File: src/inc/acw_pkg.sv
// Shared constants and types for the comparator pair window control block.
// Assumes an Avalon-MM byte address with one 32-bit word per register.
package acw_pkg;

   // ----------------------------------------------------------------
   // Register indexes (byte address is four times the index)
   // ----------------------------------------------------------------
   localparam logic [3:0] IDX_COMP0_CTRL   = 4'h0;
   localparam logic [3:0] IDX_COMP1_CTRL   = 4'h1;
   localparam logic [3:0] IDX_COMP0_MUX    = 4'h2;
   localparam logic [3:0] IDX_COMP1_MUX    = 4'h3;
   localparam logic [3:0] IDX_ROUTE        = 4'h4;
   localparam logic [3:0] IDX_SCALER       = 4'h5;
   localparam logic [3:0] IDX_WINDOW       = 4'h6;
   localparam logic [3:0] IDX_STATUS       = 4'h7;
   localparam logic [3:0] IDX_CURR_CTRL    = 4'h8;
   localparam logic [3:0] IDX_CURR_TRIM    = 4'h9;

   // ----------------------------------------------------------------
   // Writable masks and reset values
   // ----------------------------------------------------------------
   localparam logic [7:0] MASK_COMP_CTRL   = 8'hFF;
   localparam logic [7:0] MASK_MUX         = 8'h3F;
   localparam logic [7:0] MASK_ROUTE       = 8'h03;
   localparam logic [7:0] MASK_SCALER      = 8'h3F;
   localparam logic [7:0] MASK_WINDOW      = 8'h1F;
   localparam logic [7:0] MASK_CURR_CTRL   = 8'hC3;
   localparam logic [7:0] MASK_CURR_TRIM   = 8'h0F;
   localparam logic [7:0] RESET_REG        = 8'h00;

   // ----------------------------------------------------------------
   // Field positions
   // ----------------------------------------------------------------
   localparam int POS_IRQ_COND    = 6;  // comparator control [7:6]
   localparam int POS_IRQ_LEVEL   = 4;  // comparator control [5:4]
   localparam int POS_ROUTE1      = 1;
   localparam int POS_ROUTE0      = 0;
   localparam int POS_WIN_EN      = 4;
   localparam int POS_WIN_COND    = 2;  // window control [3:2]
   localparam int POS_WIN_LEVEL   = 0;  // window control [1:0]
   localparam int POS_WIN_POS     = 6;  // status [7:6]
   localparam int POS_COMP1_LVL   = 5;
   localparam int POS_COMP0_LVL   = 4;
   localparam int POS_WIN_FLAG    = 2;
   localparam int POS_COMP1_FLAG  = 1;
   localparam int POS_COMP0_FLAG  = 0;
   localparam int POS_CURR_EN     = 7;
   localparam int POS_CURR_COMB   = 6;
   localparam int POS_CURR_OUT1   = 1;
   localparam int POS_CURR_OUT0   = 0;

   // ----------------------------------------------------------------
   // Encodings
   // ----------------------------------------------------------------
   typedef enum logic [1:0] {
      EDGE_TOGGLE   = 2'b00,
      EDGE_RESERVED = 2'b01,
      EDGE_FALLING  = 2'b10,
      EDGE_RISING   = 2'b11
   } acw_edge_e;

   typedef enum logic [1:0] {
      WIN_ABOVE   = 2'b00,
      WIN_INSIDE  = 2'b01,
      WIN_BELOW   = 2'b10,
      WIN_OUTSIDE = 2'b11
   } acw_win_e;

   // Settings passed on to the analog pair
   typedef struct packed {
      logic [7:0] comp0_ctrl;
      logic [7:0] comp1_ctrl;
      logic [2:0] comp0_negative_input_select;
      logic [2:0] comp1_negative_input_select;
      logic [2:0] comp0_positive_select;
      logic [2:0] comp1_positive_select;
      logic [5:0] supply_scale_factor;
      logic       window_enable;
      logic       current_enable;
      logic       current_combine;
      logic       comp0_current_out;
      logic       comp1_current_out;
      logic [3:0] current_trim_value;
   } acw_analog_s;

endpackage

File: src/acw_top.sv
// Digital control and status for a pair of analog comparators.
// Assumes raw comparator outputs arrive asynchronously, vector
// acknowledges come from the interrupt controller on clk.
//
// Overview of operation
// - Route bits put comparator outputs on pins
// - Six-bit factor drives the supply scaler
// - Window mode only while enable bit set
// - Window condition code selects window event
// - Window level enables and prioritises request
// - Window position reported while window enabled
// - Status shows live level of each comparator
// - Window flag set on chosen condition
// - Window vector execution clears window flag
// - Writing one clears a flag; zero keeps
// - Comparator one flag set on chosen edge
// - Comparator one vector clears its flag
// - Comparator zero flag set, vector clears
// - Current source on only when enabled
// - Combine bit doubles each comparator current
// - Current output bit routes to negative pin
// - Edge mode: toggle, falling, rising, reserved
// - Events generated regardless of interrupt enable
//
// The implementer's own choice: the Avalon-MM slave port.
`timescale 1ns/1ps

module acw_top
   import acw_pkg::*;
(
   input  wire logic        clk,
   input  wire logic        resetn,
   // Avalon-MM slave
   input  wire logic [5:0]  avs_address,
   input  wire logic        avs_read,
   input  wire logic        avs_write,
   input  wire logic [31:0] avs_writedata,
   input  wire logic [3:0]  avs_byteenable,
   output logic      [31:0] avs_readdata,
   output logic             avs_waitrequest,
   // Analog comparator side
   input  wire logic        comp0_raw,
   input  wire logic        comp1_raw,
   output acw_analog_s      analog_cfg,
   output logic             pin6_out,
   output logic             pin6_oe,
   output logic             pin7_out,
   output logic             pin7_oe,
   // Events and interrupt controller
   output logic             comp0_event,
   output logic             comp1_event,
   output logic             window_event,
   output logic      [1:0]  comp0_irq_req,
   output logic      [1:0]  comp1_irq_req,
   output logic      [1:0]  window_irq_req,
   input  wire logic        comp0_vector_done,
   input  wire logic        comp1_vector_done,
   input  wire logic        window_vector_done
);

   // ----------------------------------------------------------------
   // Helpers
   // ----------------------------------------------------------------
   function automatic logic edge_hit(input logic [1:0] mode,
                                     input logic       prev,
                                     input logic       now);
      logic hit;
      hit = 1'b0;
      case (mode)
         EDGE_TOGGLE:  hit = prev ^ now;
         EDGE_FALLING: hit = prev & ~now;
         EDGE_RISING:  hit = ~prev & now;
         default:      hit = 1'b0;         // Reserved code never fires
      endcase
      return hit;
   endfunction

   function automatic logic [1:0] win_of(input logic c0, input logic c1);
      logic [1:0] pos;
      pos = WIN_BELOW;
      if (c0)
         pos = WIN_ABOVE;
      else if (c1)
         pos = WIN_INSIDE;
      return pos;
   endfunction

   function automatic logic win_match(input logic [1:0] cond,
                                      input logic [1:0] pos);
      logic m;
      m = 1'b0;
      case (cond)
         WIN_ABOVE:   m = (pos == WIN_ABOVE);
         WIN_INSIDE:  m = (pos == WIN_INSIDE);
         WIN_BELOW:   m = (pos == WIN_BELOW);
         WIN_OUTSIDE: m = (pos != WIN_INSIDE);
         default:     m = 1'b0;
      endcase
      return m;
   endfunction

   function automatic logic [7:0] merge(input logic [7:0] old,
                                        input logic [7:0] data,
                                        input logic [7:0] mask);
      return (old & ~mask) | (data & mask);
   endfunction

   // ----------------------------------------------------------------
   // Input synchronisers
   // ----------------------------------------------------------------
   // Three stages; a level counts once stages two and three agree,
   // which trades one cycle of delay for immunity to a single glitch.
   logic [2:0] sync0;
   logic [2:0] sync1;
   logic       lvl0;
   logic       lvl1;
   logic [2:0] next_sync0;
   logic [2:0] next_sync1;
   logic       next_lvl0;
   logic       next_lvl1;

   always_comb begin
      next_sync0 = {sync0[1:0], comp0_raw};
      next_sync1 = {sync1[1:0], comp1_raw};
      next_lvl0  = (sync0[2] == sync0[1]) ? sync0[2] : lvl0;
      next_lvl1  = (sync1[2] == sync1[1]) ? sync1[2] : lvl1;
   end

   always_ff @(posedge clk) begin
      if (!resetn) begin
         sync0 <= 3'h0;
         sync1 <= 3'h0;
         lvl0  <= 1'b0;
         lvl1  <= 1'b0;
      end else begin
         sync0 <= next_sync0;
         sync1 <= next_sync1;
         lvl0  <= next_lvl0;
         lvl1  <= next_lvl1;
      end
   end

   // ----------------------------------------------------------------
   // Bus handshake
   // ----------------------------------------------------------------
   // One wait cycle per access so read data can come from a flop.
   logic       ack;
   logic       next_ack;
   logic [3:0] idx;
   logic       wr_go;
   logic       lane0;

   assign idx             = avs_address[5:2];
   assign avs_waitrequest = (avs_read | avs_write) & ~ack;
   assign wr_go           = avs_write & ack;
   assign lane0           = avs_byteenable[0];

   always_comb begin
      next_ack = (avs_read | avs_write) & ~ack;
   end

   // ----------------------------------------------------------------
   // Registers, flags and events
   // ----------------------------------------------------------------
   logic [7:0] comp0_ctrl, comp1_ctrl, comp0_mux, comp1_mux;
   logic [7:0] route, scaler, window, curr_ctrl, curr_trim;
   logic       flag0, flag1, flagw;
   logic       prev0, prev1;
   logic [1:0] prev_pos;
   logic       ev0, ev1, evw;
   logic [7:0] next_comp0_ctrl, next_comp1_ctrl, next_comp0_mux;
   logic [7:0] next_comp1_mux, next_route, next_scaler, next_window;
   logic [7:0] next_curr_ctrl, next_curr_trim;
   logic       next_flag0, next_flag1, next_flagw;
   logic [1:0] pos_now;
   logic       win_on;
   logic [7:0] status;
   logic [31:0] rdata;
   logic [31:0] next_rdata;

   assign win_on  = window[POS_WIN_EN];
   assign pos_now = win_of(lvl0, lvl1);

   always_comb begin
      next_comp0_ctrl = comp0_ctrl;
      next_comp1_ctrl = comp1_ctrl;
      next_comp0_mux  = comp0_mux;
      next_comp1_mux  = comp1_mux;
      next_route      = route;
      next_scaler     = scaler;
      next_window     = window;
      next_curr_ctrl  = curr_ctrl;
      next_curr_trim  = curr_trim;
      // Reserved bits stay zero whatever software writes
      if (wr_go && lane0) begin
         case (idx)
            IDX_COMP0_CTRL: next_comp0_ctrl =
               merge(comp0_ctrl, avs_writedata[7:0], MASK_COMP_CTRL);
            IDX_COMP1_CTRL: next_comp1_ctrl =
               merge(comp1_ctrl, avs_writedata[7:0], MASK_COMP_CTRL);
            IDX_COMP0_MUX:  next_comp0_mux =
               merge(comp0_mux, avs_writedata[7:0], MASK_MUX);
            IDX_COMP1_MUX:  next_comp1_mux =
               merge(comp1_mux, avs_writedata[7:0], MASK_MUX);
            IDX_ROUTE:      next_route =
               merge(route, avs_writedata[7:0], MASK_ROUTE);
            IDX_SCALER:     next_scaler =
               merge(scaler, avs_writedata[7:0], MASK_SCALER);
            IDX_WINDOW:     next_window =
               merge(window, avs_writedata[7:0], MASK_WINDOW);
            IDX_CURR_CTRL:  next_curr_ctrl =
               merge(curr_ctrl, avs_writedata[7:0], MASK_CURR_CTRL);
            IDX_CURR_TRIM:  next_curr_trim =
               merge(curr_trim, avs_writedata[7:0], MASK_CURR_TRIM);
            default: begin
            end
         endcase
      end
   end

   // Events fire whatever the interrupt level says
   always_comb begin
      ev0 = edge_hit(comp0_ctrl[POS_IRQ_COND +: 2], prev0, lvl0);
      ev1 = edge_hit(comp1_ctrl[POS_IRQ_COND +: 2], prev1, lvl1);
      // Window event on entry into the chosen condition
      evw = win_on && win_match(window[POS_WIN_COND +: 2], pos_now)
            && !(win_match(window[POS_WIN_COND +: 2], prev_pos)
                 && prev_pos != pos_now) && (prev_pos != pos_now);
   end

   // Set beats any clear arriving in the same cycle
   always_comb begin
      logic clr_st;
      clr_st     = wr_go && lane0 && (idx == IDX_STATUS);
      next_flag0 = flag0;
      next_flag1 = flag1;
      next_flagw = flagw;
      if (comp0_vector_done || (clr_st && avs_writedata[POS_COMP0_FLAG]))
         next_flag0 = 1'b0;
      if (comp1_vector_done || (clr_st && avs_writedata[POS_COMP1_FLAG]))
         next_flag1 = 1'b0;
      if (window_vector_done || (clr_st && avs_writedata[POS_WIN_FLAG]))
         next_flagw = 1'b0;
      if (ev0)
         next_flag0 = 1'b1;
      if (ev1)
         next_flag1 = 1'b1;
      if (evw)
         next_flagw = 1'b1;
   end

   always_comb begin
      status = 8'h00;
      status[POS_WIN_POS +: 2]  = win_on ? pos_now : WIN_ABOVE;
      status[POS_COMP1_LVL]     = lvl1;
      status[POS_COMP0_LVL]     = lvl0;
      status[POS_WIN_FLAG]      = flagw;
      status[POS_COMP1_FLAG]    = flag1;
      status[POS_COMP0_FLAG]    = flag0;
   end

   // Unmapped indexes read as zero
   always_comb begin
      next_rdata = 32'h0000_0000;
      if (avs_read && !ack) begin
         case (idx)
            IDX_COMP0_CTRL: next_rdata[7:0] = comp0_ctrl;
            IDX_COMP1_CTRL: next_rdata[7:0] = comp1_ctrl;
            IDX_COMP0_MUX:  next_rdata[7:0] = comp0_mux;
            IDX_COMP1_MUX:  next_rdata[7:0] = comp1_mux;
            IDX_ROUTE:      next_rdata[7:0] = route;
            IDX_SCALER:     next_rdata[7:0] = scaler;
            IDX_WINDOW:     next_rdata[7:0] = window;
            IDX_STATUS:     next_rdata[7:0] = status;
            IDX_CURR_CTRL:  next_rdata[7:0] = curr_ctrl;
            IDX_CURR_TRIM:  next_rdata[7:0] = curr_trim;
            default:        next_rdata = 32'h0000_0000;
         endcase
      end else begin
         next_rdata = rdata;
      end
   end

   assign avs_readdata = rdata;

   always_ff @(posedge clk) begin
      if (!resetn) begin
         ack        <= 1'b0;
         rdata      <= 32'h0000_0000;
         comp0_ctrl <= RESET_REG;
         comp1_ctrl <= RESET_REG;
         comp0_mux  <= RESET_REG;
         comp1_mux  <= RESET_REG;
         route      <= RESET_REG;
         scaler     <= RESET_REG;
         window     <= RESET_REG;
         curr_ctrl  <= RESET_REG;
         curr_trim  <= RESET_REG;
         flag0      <= 1'b0;
         flag1      <= 1'b0;
         flagw      <= 1'b0;
         prev0      <= 1'b0;
         prev1      <= 1'b0;
         prev_pos   <= WIN_BELOW;
      end else begin
         ack        <= next_ack;
         rdata      <= next_rdata;
         comp0_ctrl <= next_comp0_ctrl;
         comp1_ctrl <= next_comp1_ctrl;
         comp0_mux  <= next_comp0_mux;
         comp1_mux  <= next_comp1_mux;
         route      <= next_route;
         scaler     <= next_scaler;
         window     <= next_window;
         curr_ctrl  <= next_curr_ctrl;
         curr_trim  <= next_curr_trim;   // Loaded by software
         flag0      <= next_flag0;
         flag1      <= next_flag1;
         flagw      <= next_flagw;
         prev0      <= lvl0;
         prev1      <= lvl1;
         prev_pos   <= pos_now;
      end
   end

   // ----------------------------------------------------------------
   // Outputs to analog side, pins and interrupt controller
   // ----------------------------------------------------------------
   acw_analog_s next_cfg;
   logic        next_pin6_out, next_pin6_oe, next_pin7_out, next_pin7_oe;
   logic        next_ev0, next_ev1, next_evw;
   logic [1:0]  next_req0, next_req1, next_reqw;

   always_comb begin
      next_cfg.comp0_ctrl                  = comp0_ctrl;
      next_cfg.comp1_ctrl                  = comp1_ctrl;
      next_cfg.comp0_negative_input_select = comp0_mux[2:0];
      next_cfg.comp1_negative_input_select = comp1_mux[2:0];
      next_cfg.comp0_positive_select       = comp0_mux[5:3];
      next_cfg.comp1_positive_select       = comp1_mux[5:3];
      next_cfg.supply_scale_factor         = scaler[5:0];
      next_cfg.window_enable               = win_on;
      next_cfg.current_enable              = curr_ctrl[POS_CURR_EN];
      next_cfg.current_combine             = curr_ctrl[POS_CURR_COMB];
      // Current leaves on the negative selector pin
      next_cfg.comp0_current_out = curr_ctrl[POS_CURR_EN] & curr_ctrl[POS_CURR_OUT0];
      next_cfg.comp1_current_out = curr_ctrl[POS_CURR_EN] & curr_ctrl[POS_CURR_OUT1];
      next_cfg.current_trim_value          = curr_trim[3:0];
      next_pin6_oe  = route[POS_ROUTE1];
      next_pin6_out = route[POS_ROUTE1] & lvl1;
      next_pin7_oe  = route[POS_ROUTE0];
      next_pin7_out = route[POS_ROUTE0] & lvl0;
      next_ev0 = ev0;
      next_ev1 = ev1;
      next_evw = evw;
      // Level zero keeps the request quiet; flag still kept
      next_req0 = next_flag0 ? comp0_ctrl[POS_IRQ_LEVEL +: 2] : 2'h0;
      next_req1 = next_flag1 ? comp1_ctrl[POS_IRQ_LEVEL +: 2] : 2'h0;
      next_reqw = next_flagw ? window[POS_WIN_LEVEL +: 2] : 2'h0;
   end

   always_ff @(posedge clk) begin
      if (!resetn) begin
         analog_cfg     <= '0;
         pin6_out       <= 1'b0;
         pin6_oe        <= 1'b0;
         pin7_out       <= 1'b0;
         pin7_oe        <= 1'b0;
         comp0_event    <= 1'b0;
         comp1_event    <= 1'b0;
         window_event   <= 1'b0;
         comp0_irq_req  <= 2'h0;
         comp1_irq_req  <= 2'h0;
         window_irq_req <= 2'h0;
      end else begin
         analog_cfg     <= next_cfg;
         pin6_out       <= next_pin6_out;
         pin6_oe        <= next_pin6_oe;
         pin7_out       <= next_pin7_out;
         pin7_oe        <= next_pin7_oe;
         comp0_event    <= next_ev0;
         comp1_event    <= next_ev1;
         window_event   <= next_evw;
         comp0_irq_req  <= next_req0;
         comp1_irq_req  <= next_req1;
         window_irq_req <= next_reqw;
      end
   end

endmodule // acw_top

File: config.mk
export PLATFORM = sky130hd
export DESIGN_NAME = acw_top
export DESIGN_NICKNAME = d
export VERILOG_FILES = /design/src/inc/acw_pkg.sv /design/src/acw_top.sv
export SDC_FILE = /design/constraint.sdc
export NUM_CORES = 1
export LEC_CHECK = 0
export ABC_AREA = 1
export BUFFER_PORTS_ARGS = -buffer_cell sky130_fd_sc_hd__buf_2
export CELL_PAD_IN_SITES_DETAIL_PLACEMENT = 0
export CELL_PAD_IN_SITES_GLOBAL_PLACEMENT = 2
export CORE_ASPECT_RATIO = 0.8
export CORE_MARGIN = 5
export CORE_UTILIZATION = 29
export CTS_CLUSTER_SIZE = 30
export DETAILED_ROUTE_END_ITERATION = 12
export HOLD_SLACK_MARGIN = 0.1
export PLACE_DENSITY = 0.77
export SLEW_MARGIN = 25
export SYNTH_ARGS = -nofsm -noshare
export SYNTH_HDL_FRONTEND = slang
export SYNTH_SLANG_ARGS = --single-unit
File: constraint.sdc
create_clock -name clk -period 1.6 [get_ports clk]
set_input_delay 0.16 -clock clk [delete_from_list [all_inputs] [get_ports clk]]
set_output_delay 0.16 -clock clk [all_outputs]
set_load 0.01 [all_outputs]
==> impl_metrics.json <==
{
  "reg2reg_from": "ack",
  "grt_util_all_layers": 0.1461,
  "drive_gt1_frac": 0.1845,
  "io_pins": 140,
  "clk_path_buf_depth": 2,
  "crit_chain": "nand2_1, nor2_4, inv_6, nor2_1, inv_1, o21ai_0, a21oi_1",
  "dieArea_um2": 20440,
  "fin_crit_ps": 1432,
  "post-cts-setup-buffers": 0,
  "avgSynthCellArea_um2": 7.533,
  "use_met3": 0.04035,
  "initial_core_util": 0.2957,
  "hold_viol": 0,
  "place.port_buffers": 86,
  "gp_congestion": 0.8496,
  "diodes": 0,
  "fp.dieW_um": 158.6,
  "clock-sinks": 129,
  "r2r_slack_ps": 170,
  "status": "finished clean",
  "first_iter_violations": 263,
  "path_max_fanout": 8,
  "hold-path-cell-count": 4,
  "grt_use_met1": 0.2120,
  "final_cell_mix": "137 x nand2_1, 128 x dfxtp_1, 107 x inv_1",
  "critPathMaxStageDelay_ps": 340,
  "cts_buffers": 17,
  "fin_crit_sh": 0.8951,
  "vias": 4395,
  "finClkSkew_ps": 28.75,
  "antenna_found_initial": 0,
  "rsz0062_at_grt": "false",
  "ant_nets": 0,
  "drc_errors": 0,
  "wire_per_inst_um": 13.99,
  "arrival_ps": 1730,
  "reg2regPathDepth": 7,
  "drv_slew": 0,
  "hpwl_um": 10720,
  "whs_endpoint": "ack",
  "grt_pass1_vias": 4310,
  "final_common_cell": "nand2_1",
  "layout.nets": 847,
  "mappedNetlistArea_um2": 5122,
  "crit_path_end_kind": "flop",
  "cts_tree": "built",
  "htreeDepth": 4,
  "timing.rr.end": "window[3]",
  "final_cell_area_um2": 6442,
  "synth-seq-cells": 129,
  "synth-seq-area-share": 0.5042,
  "hp-start": "avs_read",
  "regArea_um2": 2584,
  "grt_max_degree": 89,
  "power_density_nw_per_um2": 1146,
  "fmax_mhz": 698.2,
  "path_class": "flop to flop",
  "dr.pass1.iters": 5,
  "cap_violations": 0,
  "leakagePower_nw": 3.383,
  "syn2layout_area_growth_pct": 25.77,
  "n_fill_cell": 1879,
  "async_flop_share": 0,
  "setup_tns_ps": 0,
  "path_delay_family": "simple AND/OR/NAND/NOR gates",
  "met2_usage": 0.2073,
  "clk_pin_slew_ps": 60,
  "worstPathRequired_ps": 1890,
  "syn_inst": 680,
  "core-area_um2": 17320,
  "worst-path-buf-inv": 2,
  "synth.distinct_cells": 25,
  "wl_um": 14370,
  "viasPerCell": 4.279,
  "clockRootBuffer": "clkbuf_16",
  "critPathLaunchType": "flop",
  "ys_warn_count": 0,
  "top_usage_layer": "met1",
  "synth_flop_cell": "dfxtp_1",
  "grt_first_pass_wirelength_um": 22800,
  "slowest_stage": "dfxtp_1",
  "peakVddDrop_mv": 0.6227,
  "placed_area_um2": 5767,
  "synth_edf_count": 0,
  "multiInputGateArea_um2": 1926,
  "num_rows": 43,
  "grt_overflow": 0,
  "setup_viol": 0,
  "hp-class": "input pin to flop",
  "clk_latency_ps": 430,
  "die_h_um": 128.9
}
## cell type report
| cell class | count | area share |
|---|---|---|
| inverter | 111 | 0.06545 |
| clock buffer | 23 | 0.07419 |
| clock inverter | 9 | 0.01651 |
| multi-input combinational | 420 | 0.2989 |
| tap | 225 | 0.04370 |
| timing repair buffer | 110 | 0.1002 |
| sequential | 129 | 0.4010 |
## report_power, final
part | switching, W | internal, W
registers | 0.0000101 | 0.00323
clock network | 0.00143 | 0.00241
logic | 0.000214 | 0.0000893
total | 0.00165 | 0.00573
## what timing repair did
| item | 4_1_cts | 5_1_grt |
|---|---|---|
| hold buffers | 9 | 0 |
| hold endpoints to repair | 16 | 0 |
| endpoints found under the setup margin | 0 | 3 |
| gates resized for setup | 0 | 2 |
## tightest hold or removal path: stages
cell	delay [ps]
buf_2	90
inv_1	60
a21oi_1	70
and2_1	130
## metal layers
layer / routed length [µm] / vias up
met1: 7043 / 1995
met2: 6223 / 122
met5: 0 / -
li1: - / 2270
met4: 133 / 0
met3: 966 / 8
## how the worst max path moves through the flow
stage | end | startpoint | depth (start not counted)
floorplan | comp0_irq_req[0] | lvl0 | 7
finish | window[3] | ack | 7
CTS | comp0_irq_req[0] | lvl0 | 7
global route | window_irq_req[1] | window[2] | 9
detailed placement | comp0_irq_req[0] | lvl0 | 7
global placement | scaler[4] | avs_address[5] | 9
## cell usage after synthesis, types with 4 or more instances
cell type	number	share of area
a21oi_1	32	0.031
buf_2	7	0.0068
buf_4	25	0.037
clkbuf_1	7	0.0051
dfxtp_1	129	0.50
ha_1	7	0.017
inv_1	107	0.078
nand2_1	137	0.10
nand3_1	39	0.038
nand4_1	4	0.0049
nor2_1	97	0.071
nor2_4	9	0.020
o21ai_0	60	0.059
## registers in the layout, summed over array words and instances (netlist names), 5 cells and up
register,cells
comp0_mux,6
analog_cfg,43
window,5
comp0_ctrl,8
comp1_mux,6
avs_readdata,8
comp1_ctrl,8
scaler,6
## metrics by stage
step	std cells	setup slack [ps]	total power, W	hold WS (ps)	utilization
floorplan	703	259.4	0.003523	257.6	-
detailed placement	986	109.5	0.003600	354.0	0.3329
global route	1027	34.41	0.007655	149.5	0.3719
global placement	986	172.3	0.003599	348.1	0.3329
CTS	1027	106.2	0.007468	121.7	0.3718
finish	1027	167.8	0.007381	123.4	0.3719
## cell families (layout without fill, tap and decap cells)
| logic type | after synthesis | after routing | synth area share |
|---|---|---|---|
| compound gates | 98 | 98 | 0.09893 |
| fa+ha+maj | 7 | 7 | 0.01710 |
| buf+inv | 154 | 253 | 0.1368 |
| flops | 129 | 129 | 0.5042 |
| other cells | 1 | 24 | 0.0007321 |
| simple gates | 291 | 291 | 0.2423 |
Power figures use the tool's default switching activity.
